**config.mk**
```make
export PLATFORM = sky130hd
export DESIGN_NAME = ref_gate_top
export DESIGN_NICKNAME = d
export VERILOG_FILES = /design/src/design/ref_gate_pkg.sv /design/src/design/monitor_select.sv /design/src/design/pulse_filter.sv /design/src/design/ref_gate_top.sv
export VERILOG_INCLUDE_DIRS = /design/src /design/src/design
export SDC_FILE = /design/constraint.sdc
export NUM_CORES = 2
export LEC_CHECK = 0
export ABC_AREA = 1
export BUFFER_PORTS_ARGS = -buffer_cell sky130_fd_sc_hd__buf_2
export CAP_MARGIN = 30
export CORE_MARGIN = 2
export CORE_UTILIZATION = 45
export CTS_CLUSTER_SIZE = 12
export DETAILED_ROUTE_END_ITERATION = 12
export GPL_ROUTABILITY_DRIVEN = 0
export GPL_TIMING_DRIVEN = 0
export HOLD_SLACK_MARGIN = 0.08
export PLACE_DENSITY = 0.63
export SYNTH_ARGS = -nofsm -noshare
export SYNTH_HDL_FRONTEND = slang
export SYNTH_SLANG_ARGS = --single-unit
export TNS_END_PERCENT = 100
```
**constraint.sdc**
```tcl
create_clock -name clk_sys -period 36 [get_ports clk_sys]
set_clock_uncertainty 0.1 [all_clocks]
set_input_delay 7.2 -clock clk_sys [delete_from_list [all_inputs] [get_ports clk_sys]]
set_output_delay 7.2 -clock clk_sys [all_outputs]
set_load 0.005 [all_outputs]
```
**src/design/ref_gate_cfg.svh**
```systemverilog
`ifndef REF_GATE_CFG_SVH
`define REF_GATE_CFG_SVH

// ----------------------------------------
// Register byte offsets
// ----------------------------------------
`define ADDR_FSW2      5'h00
`define ADDR_CMS       5'h04
`define ADDR_TRG       5'h08
`define ADDR_LOOP      5'h0c
`define ADDR_STATUS    5'h10
`define ADDR_REFCNT    5'h14
`define ADDR_POSERR    5'h18
`define ADDR_REFSPD    5'h1c

// ----------------------------------------
// Fields and reset values
// ----------------------------------------
`define FSW2_TRQ_SEL   6
`define FSW2_VTG_SEL   7
`define FSW2_ERR_SCALE 14
`define FSW2_FILT_OC   15
`define FSW2_RESET     16'h0000
`define CMS_RESET      16'h0000
`define CMS_PI_LO      16'h0000
`define CMS_PI_HI      16'h0001
`define CMS_INHIBIT    16'h000b
`define TRG_RESET      16'h001e
`define TRG_MIN        16'h000a
`define TRG_MAX        16'h0064
`define ERR_COARSE_DIV 32'sh0000_0064

// ----------------------------------------
// Timing
// ----------------------------------------
`define CLK_NS         10
`define FILT_LD_NS     100
`define FILT_OC_NS     250
`define FILT_LD_CYC    ((`FILT_LD_NS + `CLK_NS - 1) / `CLK_NS)
`define FILT_OC_CYC    ((`FILT_OC_NS + `CLK_NS - 1) / `CLK_NS)
`define SPD_WIN_NS     1000000
`define SPD_WIN_CYC    (`SPD_WIN_NS / `CLK_NS)

`endif

```
**src/design/ref_gate_pkg.sv**
```systemverilog
package ref_gate_pkg;
	typedef enum logic [1:0]
	{
		LOOP_SPEED    = 2'h0,
		LOOP_TORQUE   = 2'h1,
		LOOP_POSITION = 2'h2
	} loop_mode_t;

	typedef enum logic [1:0]
	{
		GATE_COUNT = 2'b01,
		GATE_HOLD  = 2'b10
	} gate_state_t;

	typedef logic signed [31:0] count_t;
	typedef logic signed [15:0] mon_t;
endpackage : ref_gate_pkg

```
**src/design/monitor_select.sv**
```systemverilog
`timescale 1ns/1ps
`include "ref_gate_cfg.svh"
module monitor_select
(
	// Clock and reset
	input  wire logic                    clk_sys,
	input  wire logic                    rst,
	// Selection
	input  wire ref_gate_pkg::loop_mode_t loopMode,
	input  wire logic                    trqSel,
	input  wire logic                    vtgSel,
	input  wire logic                    errCoarse,
	// Sources
	input  wire ref_gate_pkg::mon_t      motorTorque,
	input  wire ref_gate_pkg::mon_t      motorSpeed,
	input  wire ref_gate_pkg::mon_t      speedRef,
	input  wire ref_gate_pkg::count_t    refSpeed,
	input  wire ref_gate_pkg::count_t    posError,
	// Monitor words
	output ref_gate_pkg::mon_t           torqueMonitorOut,
	output ref_gate_pkg::mon_t           speedMonitorOut
);
	import ref_gate_pkg::*;

	mon_t   trq_q, trq_d, spd_q, spd_d;
	count_t errScaled;

	function automatic mon_t sat16(input count_t v);
		if (v > 32'sh0000_7fff)
			return 16'sh7fff;
		else if (v < -32'sh0000_8000)
			return -16'sh8000;
		else
			return v[15:0];
	endfunction : sat16

	// ----------------------------------------
	// Source choice; undefined picks read zero
	// ----------------------------------------
	always_comb
	begin
		errScaled = errCoarse ? posError / `ERR_COARSE_DIV : posError;
		trq_d = motorTorque;
		if (trqSel)
		begin
			case (loopMode)
				LOOP_SPEED:    trq_d = speedRef;
				LOOP_POSITION: trq_d = sat16(refSpeed);
				default:       trq_d = 16'sh0000;
			endcase
		end
		spd_d = motorSpeed;
		if (vtgSel)
			spd_d = (loopMode == LOOP_POSITION) ? sat16(errScaled) : 16'sh0000;
	end

	always_ff @(posedge clk_sys or posedge rst)
	begin
		if (rst)
		begin
			trq_q <= 16'sh0000;
			spd_q <= 16'sh0000;
		end
		else
		begin
			trq_q <= trq_d;
			spd_q <= spd_d;
		end
	end

	assign torqueMonitorOut = trq_q;
	assign speedMonitorOut = spd_q;

	a_trq_default: assert property (@(posedge clk_sys) disable iff (rst)
		!rst && !trqSel |=> torqueMonitorOut == $past(motorTorque))
		else $error("torque monitor not showing motor torque");

	a_err_scale: assert property (@(posedge clk_sys) disable iff (rst)
		vtgSel && loopMode == LOOP_POSITION && errCoarse
		|=> speedMonitorOut == sat16($past(posError) / `ERR_COARSE_DIV))
		else $error("coarse error monitor wrong");
endmodule : monitor_select

```
**src/design/pulse_filter.sv**
```systemverilog
`timescale 1ns/1ps
`include "ref_gate_cfg.svh"
module pulse_filter
(
	// Clock and reset
	input  wire logic clk_sys,
	input  wire logic rst,
	// Raw level and filter choice
	input  wire logic rawIn,
	input  wire logic openCollector,
	// Filtered level
	output logic      cleanOut
);
	import ref_gate_pkg::*;

	logic [4:0] cnt_q, cnt_d;
	logic       clean_q, clean_d;
	logic [4:0] limit;

	// ----------------------------------------
	// Level accepted after a stable run
	// ----------------------------------------
	always_comb
	begin
		limit = openCollector ? 5'(`FILT_OC_CYC) : 5'(`FILT_LD_CYC);
		cnt_d = 5'h00;
		clean_d = clean_q;
		if (rawIn != clean_q)
		begin
			if (cnt_q + 5'h01 >= limit)
				clean_d = rawIn;
			else
				cnt_d = cnt_q + 5'h01;
		end
	end

	always_ff @(posedge clk_sys or posedge rst)
	begin
		if (rst)
		begin
			cnt_q <= 5'h00;
			clean_q <= 1'b0;
		end
		else
		begin
			cnt_q <= cnt_d;
			clean_q <= clean_d;
		end
	end

	assign cleanOut = clean_q;

	a_filter_run: assert property (@(posedge clk_sys) disable iff (rst)
		$changed(clean_q) |-> $past(rawIn, 1) == clean_q && $past(cnt_q) != 5'h00
		|| $past(limit) == 5'h01)
		else $error("filtered level changed without a stable run");
endmodule : pulse_filter

```
**src/design/ref_gate_top.sv**
```systemverilog
// The register addresses and the Avalon-MM slave port were decided locally.
`timescale 1ns/1ps
`include "ref_gate_cfg.svh"
module ref_gate_top
#(
	parameter int SPD_WIN_CYC = `SPD_WIN_CYC
)
(
	// Clock and reset
	input  wire logic                    clk_sys,
	input  wire logic                    rst,
	// Avalon-MM slave
	input  wire logic [4:0]              avsAddress,
	input  wire logic                    avsRead,
	input  wire logic                    avsWrite,
	input  wire logic [31:0]             avsWriteData,
	input  wire logic [3:0]              avsByteEnable,
	output logic      [31:0]             avsReadData,
	output logic                         avsWaitRequest,
	// Pulse pins and mode switch
	input  wire logic                    refPulseIn,
	input  wire logic                    refDirIn,
	input  wire logic                    fbPulseIn,
	input  wire logic                    fbDirIn,
	input  wire logic                    modeSwitchOn,
	// Drive quantities
	input  wire ref_gate_pkg::mon_t      motorTorque,
	input  wire ref_gate_pkg::mon_t      motorSpeed,
	input  wire ref_gate_pkg::mon_t      speedRef,
	input  wire logic [15:0]             torqueLimitMv,
	// Drive control
	output logic                         servoClamp,
	output logic                         speedLoopPi,
	output logic [15:0]                  torqueLimitPct,
	// Analog monitor words
	output ref_gate_pkg::mon_t           torqueMonitorOut,
	output ref_gate_pkg::mon_t           speedMonitorOut
);
	import ref_gate_pkg::*;

	// ----------------------------------------
	// Declarations
	// ----------------------------------------
	logic [15:0] fsw2_q, fsw2_d;
	logic [15:0] cms_q, cms_d;
	logic [15:0] trg_q, trg_d;
	loop_mode_t  loop_q, loop_d;
	logic        ack_q, ack_d;
	logic [31:0] rdata_q, rdata_d;
	logic        busReq, wrTake;

	gate_state_t gate_q, gate_d;
	logic        inhibitSel, holdNow;
	logic        refClean, dirClean, refPrev_q, fbPrev_q;
	logic        refEdge, fbEdge;
	count_t      refCnt_q, refCnt_d, fbCnt_q, fbCnt_d, posError;
	count_t      winPulse_q, winPulse_d, refSpd_q, refSpd_d;
	logic [31:0] win_q, win_d;
	logic        clamp_d, pi_d, clamp_q, pi_q;
	logic [15:0] pct_q, pct_d;

	// Merge write data into a 16-bit register by byte lane
	function automatic logic [15:0] laneMerge(input logic [15:0] old,
		input logic [31:0] wd, input logic [3:0] be);
		logic [15:0] r;
		r = old;
		if (be[0])
			r[7:0] = wd[7:0];
		if (be[1])
			r[15:8] = wd[15:8];
		return r;
	endfunction : laneMerge

	// Step of a direction-qualified counter
	function automatic count_t stepCount(input count_t v, input logic down);
		return down ? v - 32'sh0000_0001 : v + 32'sh0000_0001;
	endfunction : stepCount

	// ----------------------------------------
	// Register bus: one wait cycle per access
	// ----------------------------------------
	assign busReq = avsRead | avsWrite;
	assign avsWaitRequest = busReq & ~ack_q;
	assign wrTake = avsWrite & ack_q;

	always_comb
	begin
		ack_d = busReq & ~ack_q;
		rdata_d = rdata_q;
		fsw2_d = fsw2_q;
		cms_d = cms_q;
		trg_d = trg_q;
		loop_d = loop_q;
		if (avsRead & ~ack_q)
		begin
			case (avsAddress)
				`ADDR_FSW2:   rdata_d = {16'h0000, fsw2_q};
				`ADDR_CMS:    rdata_d = {16'h0000, cms_q};
				`ADDR_TRG:    rdata_d = {16'h0000, trg_q};
				`ADDR_LOOP:   rdata_d = {30'h0000_0000, loop_q};
				`ADDR_STATUS: rdata_d = {28'h000_0000, fsw2_q[`FSW2_FILT_OC],
					inhibitSel, pi_q, clamp_q};
				`ADDR_REFCNT: rdata_d = refCnt_q;
				`ADDR_POSERR: rdata_d = posError;
				`ADDR_REFSPD: rdata_d = refSpd_q;
				default:      rdata_d = 32'h0000_0000;
			endcase
		end
		if (wrTake)
		begin
			case (avsAddress)
				`ADDR_FSW2: fsw2_d = laneMerge(fsw2_q, avsWriteData, avsByteEnable);
				`ADDR_CMS:  cms_d = laneMerge(cms_q, avsWriteData, avsByteEnable);
				`ADDR_TRG:
				begin
					trg_d = laneMerge(trg_q, avsWriteData, avsByteEnable);
					if (trg_d < `TRG_MIN)
						trg_d = `TRG_MIN;
					else if (trg_d > `TRG_MAX)
						trg_d = `TRG_MAX;
				end
				`ADDR_LOOP:
				begin
					if (avsByteEnable[0])
					begin
						case (avsWriteData[1:0])
							2'h1:    loop_d = LOOP_TORQUE;
							2'h2:    loop_d = LOOP_POSITION;
							default: loop_d = LOOP_SPEED;
						endcase
					end
				end
				default:
				begin
				end
			endcase
		end
	end

	always_ff @(posedge clk_sys or posedge rst)
	begin
		if (rst)
		begin
			ack_q <= 1'b0;
			rdata_q <= 32'h0000_0000;
			fsw2_q <= `FSW2_RESET;
			cms_q <= `CMS_RESET;
			trg_q <= `TRG_RESET;
			loop_q <= LOOP_SPEED;
		end
		else
		begin
			ack_q <= ack_d;
			rdata_q <= rdata_d;
			fsw2_q <= fsw2_d;
			cms_q <= cms_d;
			trg_q <= trg_d;
			loop_q <= loop_d;
		end
	end

	assign avsReadData = rdata_q;

	// ----------------------------------------
	// Reference input filters
	// ----------------------------------------
	pulse_filter u_pulse_filter
	(
		.clk_sys       (clk_sys),
		.rst           (rst),
		.rawIn         (refPulseIn),
		.openCollector (fsw2_q[`FSW2_FILT_OC]),
		.cleanOut      (refClean)
	);

	pulse_filter u_dir_filter
	(
		.clk_sys       (clk_sys),
		.rst           (rst),
		.rawIn         (refDirIn),
		.openCollector (fsw2_q[`FSW2_FILT_OC]),
		.cleanOut      (dirClean)
	);

	// ----------------------------------------
	// Inhibit gate and counters
	// ----------------------------------------
	assign inhibitSel = (cms_q == `CMS_INHIBIT);
	assign holdNow = inhibitSel && loop_q == LOOP_POSITION && modeSwitchOn;
	assign refEdge = refClean & ~refPrev_q;
	assign fbEdge = fbPulseIn & ~fbPrev_q;
	assign posError = refCnt_q - fbCnt_q;

	always_comb
	begin
		gate_d = gate_q;
		case (gate_q)
			GATE_COUNT:
				if (holdNow)
					gate_d = GATE_HOLD;
			GATE_HOLD:
				if (!holdNow)
					gate_d = GATE_COUNT;
			default:
				gate_d = GATE_COUNT;
		endcase
		// An edge seen while held is consumed here and never replayed
		refCnt_d = refCnt_q;
		winPulse_d = winPulse_q;
		if (refEdge && !holdNow)
		begin
			refCnt_d = stepCount(refCnt_q, dirClean);
			winPulse_d = stepCount(winPulse_q, dirClean);
		end
		fbCnt_d = fbEdge ? stepCount(fbCnt_q, fbDirIn) : fbCnt_q;
		win_d = win_q + 32'h0000_0001;
		refSpd_d = refSpd_q;
		if (win_q >= 32'(SPD_WIN_CYC - 1))
		begin
			win_d = 32'h0000_0000;
			refSpd_d = winPulse_d;
			winPulse_d = 32'sh0000_0000;
		end
	end

	always_ff @(posedge clk_sys or posedge rst)
	begin
		if (rst)
		begin
			gate_q <= GATE_COUNT;
			refPrev_q <= 1'b0;
			fbPrev_q <= 1'b0;
			refCnt_q <= 32'sh0000_0000;
			fbCnt_q <= 32'sh0000_0000;
			winPulse_q <= 32'sh0000_0000;
			refSpd_q <= 32'sh0000_0000;
			win_q <= 32'h0000_0000;
		end
		else
		begin
			gate_q <= gate_d;
			refPrev_q <= refClean;
			fbPrev_q <= fbPulseIn;
			refCnt_q <= refCnt_d;
			fbCnt_q <= fbCnt_d;
			winPulse_q <= winPulse_d;
			refSpd_q <= refSpd_d;
			win_q <= win_d;
		end
	end

	// ----------------------------------------
	// Clamp, speed loop mode, torque scaling
	// ----------------------------------------
	always_comb
	begin
		clamp_d = (gate_d == GATE_HOLD);
		if (cms_q == `CMS_PI_LO || cms_q == `CMS_PI_HI)
			pi_d = ~modeSwitchOn;
		else
			pi_d = 1'b1;
		pct_d = torqueLimitMv / trg_q;
	end

	always_ff @(posedge clk_sys or posedge rst)
	begin
		if (rst)
		begin
			clamp_q <= 1'b0;
			pi_q <= 1'b1;
			pct_q <= 16'h0000;
		end
		else
		begin
			clamp_q <= clamp_d;
			pi_q <= pi_d;
			pct_q <= pct_d;
		end
	end

	assign servoClamp = clamp_q;
	assign speedLoopPi = pi_q;
	assign torqueLimitPct = pct_q;

	// ----------------------------------------
	// Monitor outputs
	// ----------------------------------------
	monitor_select u_monitor_select
	(
		.clk_sys          (clk_sys),
		.rst              (rst),
		.loopMode         (loop_q),
		.trqSel           (fsw2_q[`FSW2_TRQ_SEL]),
		.vtgSel           (fsw2_q[`FSW2_VTG_SEL]),
		.errCoarse        (fsw2_q[`FSW2_ERR_SCALE]),
		.motorTorque      (motorTorque),
		.motorSpeed       (motorSpeed),
		.speedRef         (speedRef),
		.refSpeed         (refSpd_q),
		.posError         (posError),
		.torqueMonitorOut (torqueMonitorOut),
		.speedMonitorOut  (speedMonitorOut)
	);

	// ----------------------------------------
	// Assertions
	// ----------------------------------------
	a_inhibit_freeze: assert property (@(posedge clk_sys) disable iff (rst)
		holdNow |=> $stable(refCnt_q) && servoClamp)
		else $error("reference count moved while inhibited");

	a_inhibit_mode: assert property (@(posedge clk_sys) disable iff (rst)
		holdNow |-> cms_q == `CMS_INHIBIT)
		else $error("inhibit active outside mode 11");

	a_default_count: assert property (@(posedge clk_sys) disable iff (rst)
		cms_q == `CMS_RESET && refEdge && !dirClean
		|=> refCnt_q == $past(refCnt_q) + 32'sh0000_0001)
		else $error("default mode missed a pulse");

	a_pi_forced: assert property (@(posedge clk_sys) disable iff (rst)
		inhibitSel |=> speedLoopPi)
		else $error("speed loop left PI in inhibit mode");

	a_gain_range: assert property (@(posedge clk_sys) disable iff (rst)
		trg_q >= `TRG_MIN && trg_q <= `TRG_MAX)
		else $error("torque gain out of range");

	a_drop_pulse: assert property (@(posedge clk_sys) disable iff (rst)
		(holdNow && refEdge) ##1 (!refEdge) |=> refCnt_q == $past(refCnt_q, 2))
		else $error("inhibited pulse was replayed");

	a_bus_wait: assert property (@(posedge clk_sys) disable iff (rst)
		busReq && avsWaitRequest |=> !avsWaitRequest || !busReq)
		else $error("waitrequest held more than one cycle");
endmodule : ref_gate_top

```
==> results.ini <==
[timing]
setup_tns_ns = 0
hold_violations = 0
fmax_mhz = 28.2
worstMarginPinSlew_ns = 1.31
rsz0062_at_grt = true
setup_violations = 0
timing.slew.headroom_pct = 12.5
drv_slew = 0
hold_slack_ns = 0.327
period_needed_ns = 35.44
min_period_over_period_pct = 98.5

[die]
start_util_pct = 45.5
dieArea_sq_um = 74200
fp.dieW_microns = 272
ios = 197
row_count = 98
fp.dieH_microns = 272
core_area_sq_um = 71400

[cells_and_area]
multiInputGateArea_sq_um = 22700
register_area_sq_um = 7740
syn_to_final_growth_pct = 17.3
drive_gt1_share_pct = 21.4
stdcell_count = 6046
design_area_sq_um = 38000
nFillCells = 7004
layout.nets = 5456

[synthesis]
synth_top_area_share_pct = 23.4
ys_ff_latch = 309
synth_flop_cell = dfrtp_1
synth_edf_count = 0
yosysSeqAreaShare_pct = 23.9
yosysMostFrequentCell = nand2_1
synth_common_cells = nand2_1 (1154), inv_1 (574), o21ai_0 (397)
synth_area_sq_um = 32400
synth_cell_type_count = 80
ys_top_cells_by_area = dfrtp_1 (23%), nand2_1 (13%), ha_1 (10%)
async_reset_ff_share_pct = 100
yosysWarnings = 0
synthCells = 4715
postSynthAreaPerCell_sq_um = 6.88
synth_top_cell_by_area = dfrtp_1

[placement]
place_area_sq_um = 34700
port_buffers = 177
hpwl_mm = 76.8
place_inst = 5860

[clock_tree]
root_buffer = clkbuf_16
clkTransAtPathRegs_ns = 0.06
cts_sinks = 309
htreeDepth = 2
cts_tree = built
clk_latency_ns = 0.57
cts_buffers = 37
hold_buffers = 0
clockBufferDepth = 3

[critical_path]
worstSetupEndpointType = flip-flop
slowest_delay_ns = 0.37
worstPathMaxFanout = 7
critPathSlowestCell = ha_1
r2r_cells = 228
worstSetupStartpointType = input pin
crit_family = compound AO/OA/AOI/OAI gates
timing.rr.start = trg_q[15]
cp.required_ns = 36.32
crit_buf_inv = 48
path_common_cell = a21o_1
ff2ff_setup_slack_ns = 5.39
arrival_ns = 35.77
regToRegEndpoint = torqueLimitPct[0]
critical_path_class = in2reg

[worst_hold_path]
hold_class = reg2reg
hold_depth = 0
min_to = refPrev_q
hp-start = u_pulse_filter.cleanOut

[flow_run]
maxCapViolCount = 0

[global_routing]
grt_max_degree = 117
antenna_found_initial = 7
overflow = 0
grt_pass1_wl_mm = 155
grt_pass1_vias = 29400
track_usage_pct = 25.7

[detailed_routing]
drc = 0
drt-total-wl_mm = 99.6
wire_per_inst_microns = 16.5
routed_via_density = 5.31
firstDrtPassIters = 6
ant_nets = 0
drt_iter0_markers = 2037
vias = 32100

[run_status]
status = finished clean

-- worst register-to-register path, delay by kind of cell (launching register included) --
kind,cells,cell delay [ns]
buffers and inverters,52,4.62
AO/OA/AOI/OAI,93,14.01
flip-flops,1,0.46
adder cells (fa/ha/maj),15,3.97
AND/OR/NAND/NOR,68,7.29
-- through the flow --
step,setup slack [ns],util [%]
after CTS,0.0208,51.3
final,0.556,53.3
after detailed placement,-5.29,48.6
after global routing,-1.02,53.3
after floorplan,0.0166,-
after global placement,-4.81,48.5
-- final cells by class --
class | count | share of cell area, %
flip-flops and latches | 309 | 20.4
inverters | 660 | 6.72
repair inverters | 1 | 0.0197
clock inverters | 15 | 0.444
multi-input cells | 3654 | 59.7
clock buffers | 52 | 2.80
well taps | 950 | 3.13
repair buffers | 299 | 5.10
diodes | 1 | 0.00658
plain buffers | 105 | 1.74
-- cell families (layout without fill, tap and decap cells) --
family          Yosys count  count (layout)  share of synthesized area, %
other cells               1              16                        0.0116
mux                       8               8                         0.251
simple gates           2287            2287                          34.7
flops                   309             309                          23.9
fa+ha+maj               275             275                          10.7
compound gates          866             866                          15.4
buf+inv                 766            1132                          9.43
xor+xnor                203             203                          5.61
-- routing by layer --
layer	vias to the layer above	global-route usage, %	share of wire [%]
li1	16200	-	-
met1	14900	35.3	45
met2	822	42.7	46
met3	163	3.25	6.1
met4	6	6.52	2.7
met5	-	0	0.069
-- registers in the layout (all words and copies together) (netlist names), 32 cells and up --
register and cells:
avsReadData 32, fbCnt_q 32, refCnt_q 32, refSpd_q 32, winPulse_q 32, win_q 32
-- what timing repair did --
action | in CTS | in global routing
pin swaps | 39 | 172
cloned | 1 | 3
gates resized for setup | 103 | 213
setup buffers | 42 | 74
setup endpoints to repair | 3 | 2
-- worst max path at each step --
stage | to | cells after the start | startpoint | slack [ns]
CTS | torqueLimitPct[0] | 221 | torqueLimitMv[15] | 0.02
finish | torqueLimitPct[0] | 219 | torqueLimitMv[15] | 0.56
floorplan | torqueLimitPct[0] | 218 | torqueLimitMv[15] | 0.02
global route | torqueLimitPct[0] | 217 | torqueLimitMv[15] | -1.02
global placement | torqueLimitPct[0] | 214 | torqueLimitMv[15] | -4.81
detailed placement | torqueLimitPct[0] | 214 | torqueLimitMv[15] | -5.29
-- cell usage in the layout, fill, tap and decap left out, types with 18 or more instances in the layout --
| master | n |
|---|---|
| nand3_1 | 226 |
| o221ai_1 | 18 |
| nor2_1 | 318 |
| nand2_2 | 209 |
| o22ai_1 | 21 |
| nor2_4 | 25 |
| xnor2_1 | 86 |
| nand4_1 | 61 |
| inv_1 | 544 |
| nand2_1 | 1124 |
| ha_1 | 250 |
| xor2_1 | 113 |
| nor3_1 | 39 |
| or2_2 | 20 |
| buf_4 | 111 |
| clkbuf_16 | 40 |
| o21bai_1 | 25 |
| o21ai_0 | 356 |
| a22oi_1 | 18 |
| buf_2 | 176 |
| a21oi_2 | 23 |
| a21oi_1 | 181 |
| a21o_1 | 35 |
| nand2_4 | 98 |
| ha_4 | 21 |
| o21ai_1 | 35 |
| o21ai_2 | 28 |
| dfrtp_1 | 302 |
| nor4_1 | 21 |
| inv_2 | 83 |
| clkbuf_1 | 80 |
| nor2_2 | 35 |
| nand3_2 | 36 |
| a31oi_1 | 18 |
Power is left out: the tool's default activity adds up to more than one toggle a clock period on the data nets, which glitch-free logic cannot reach.
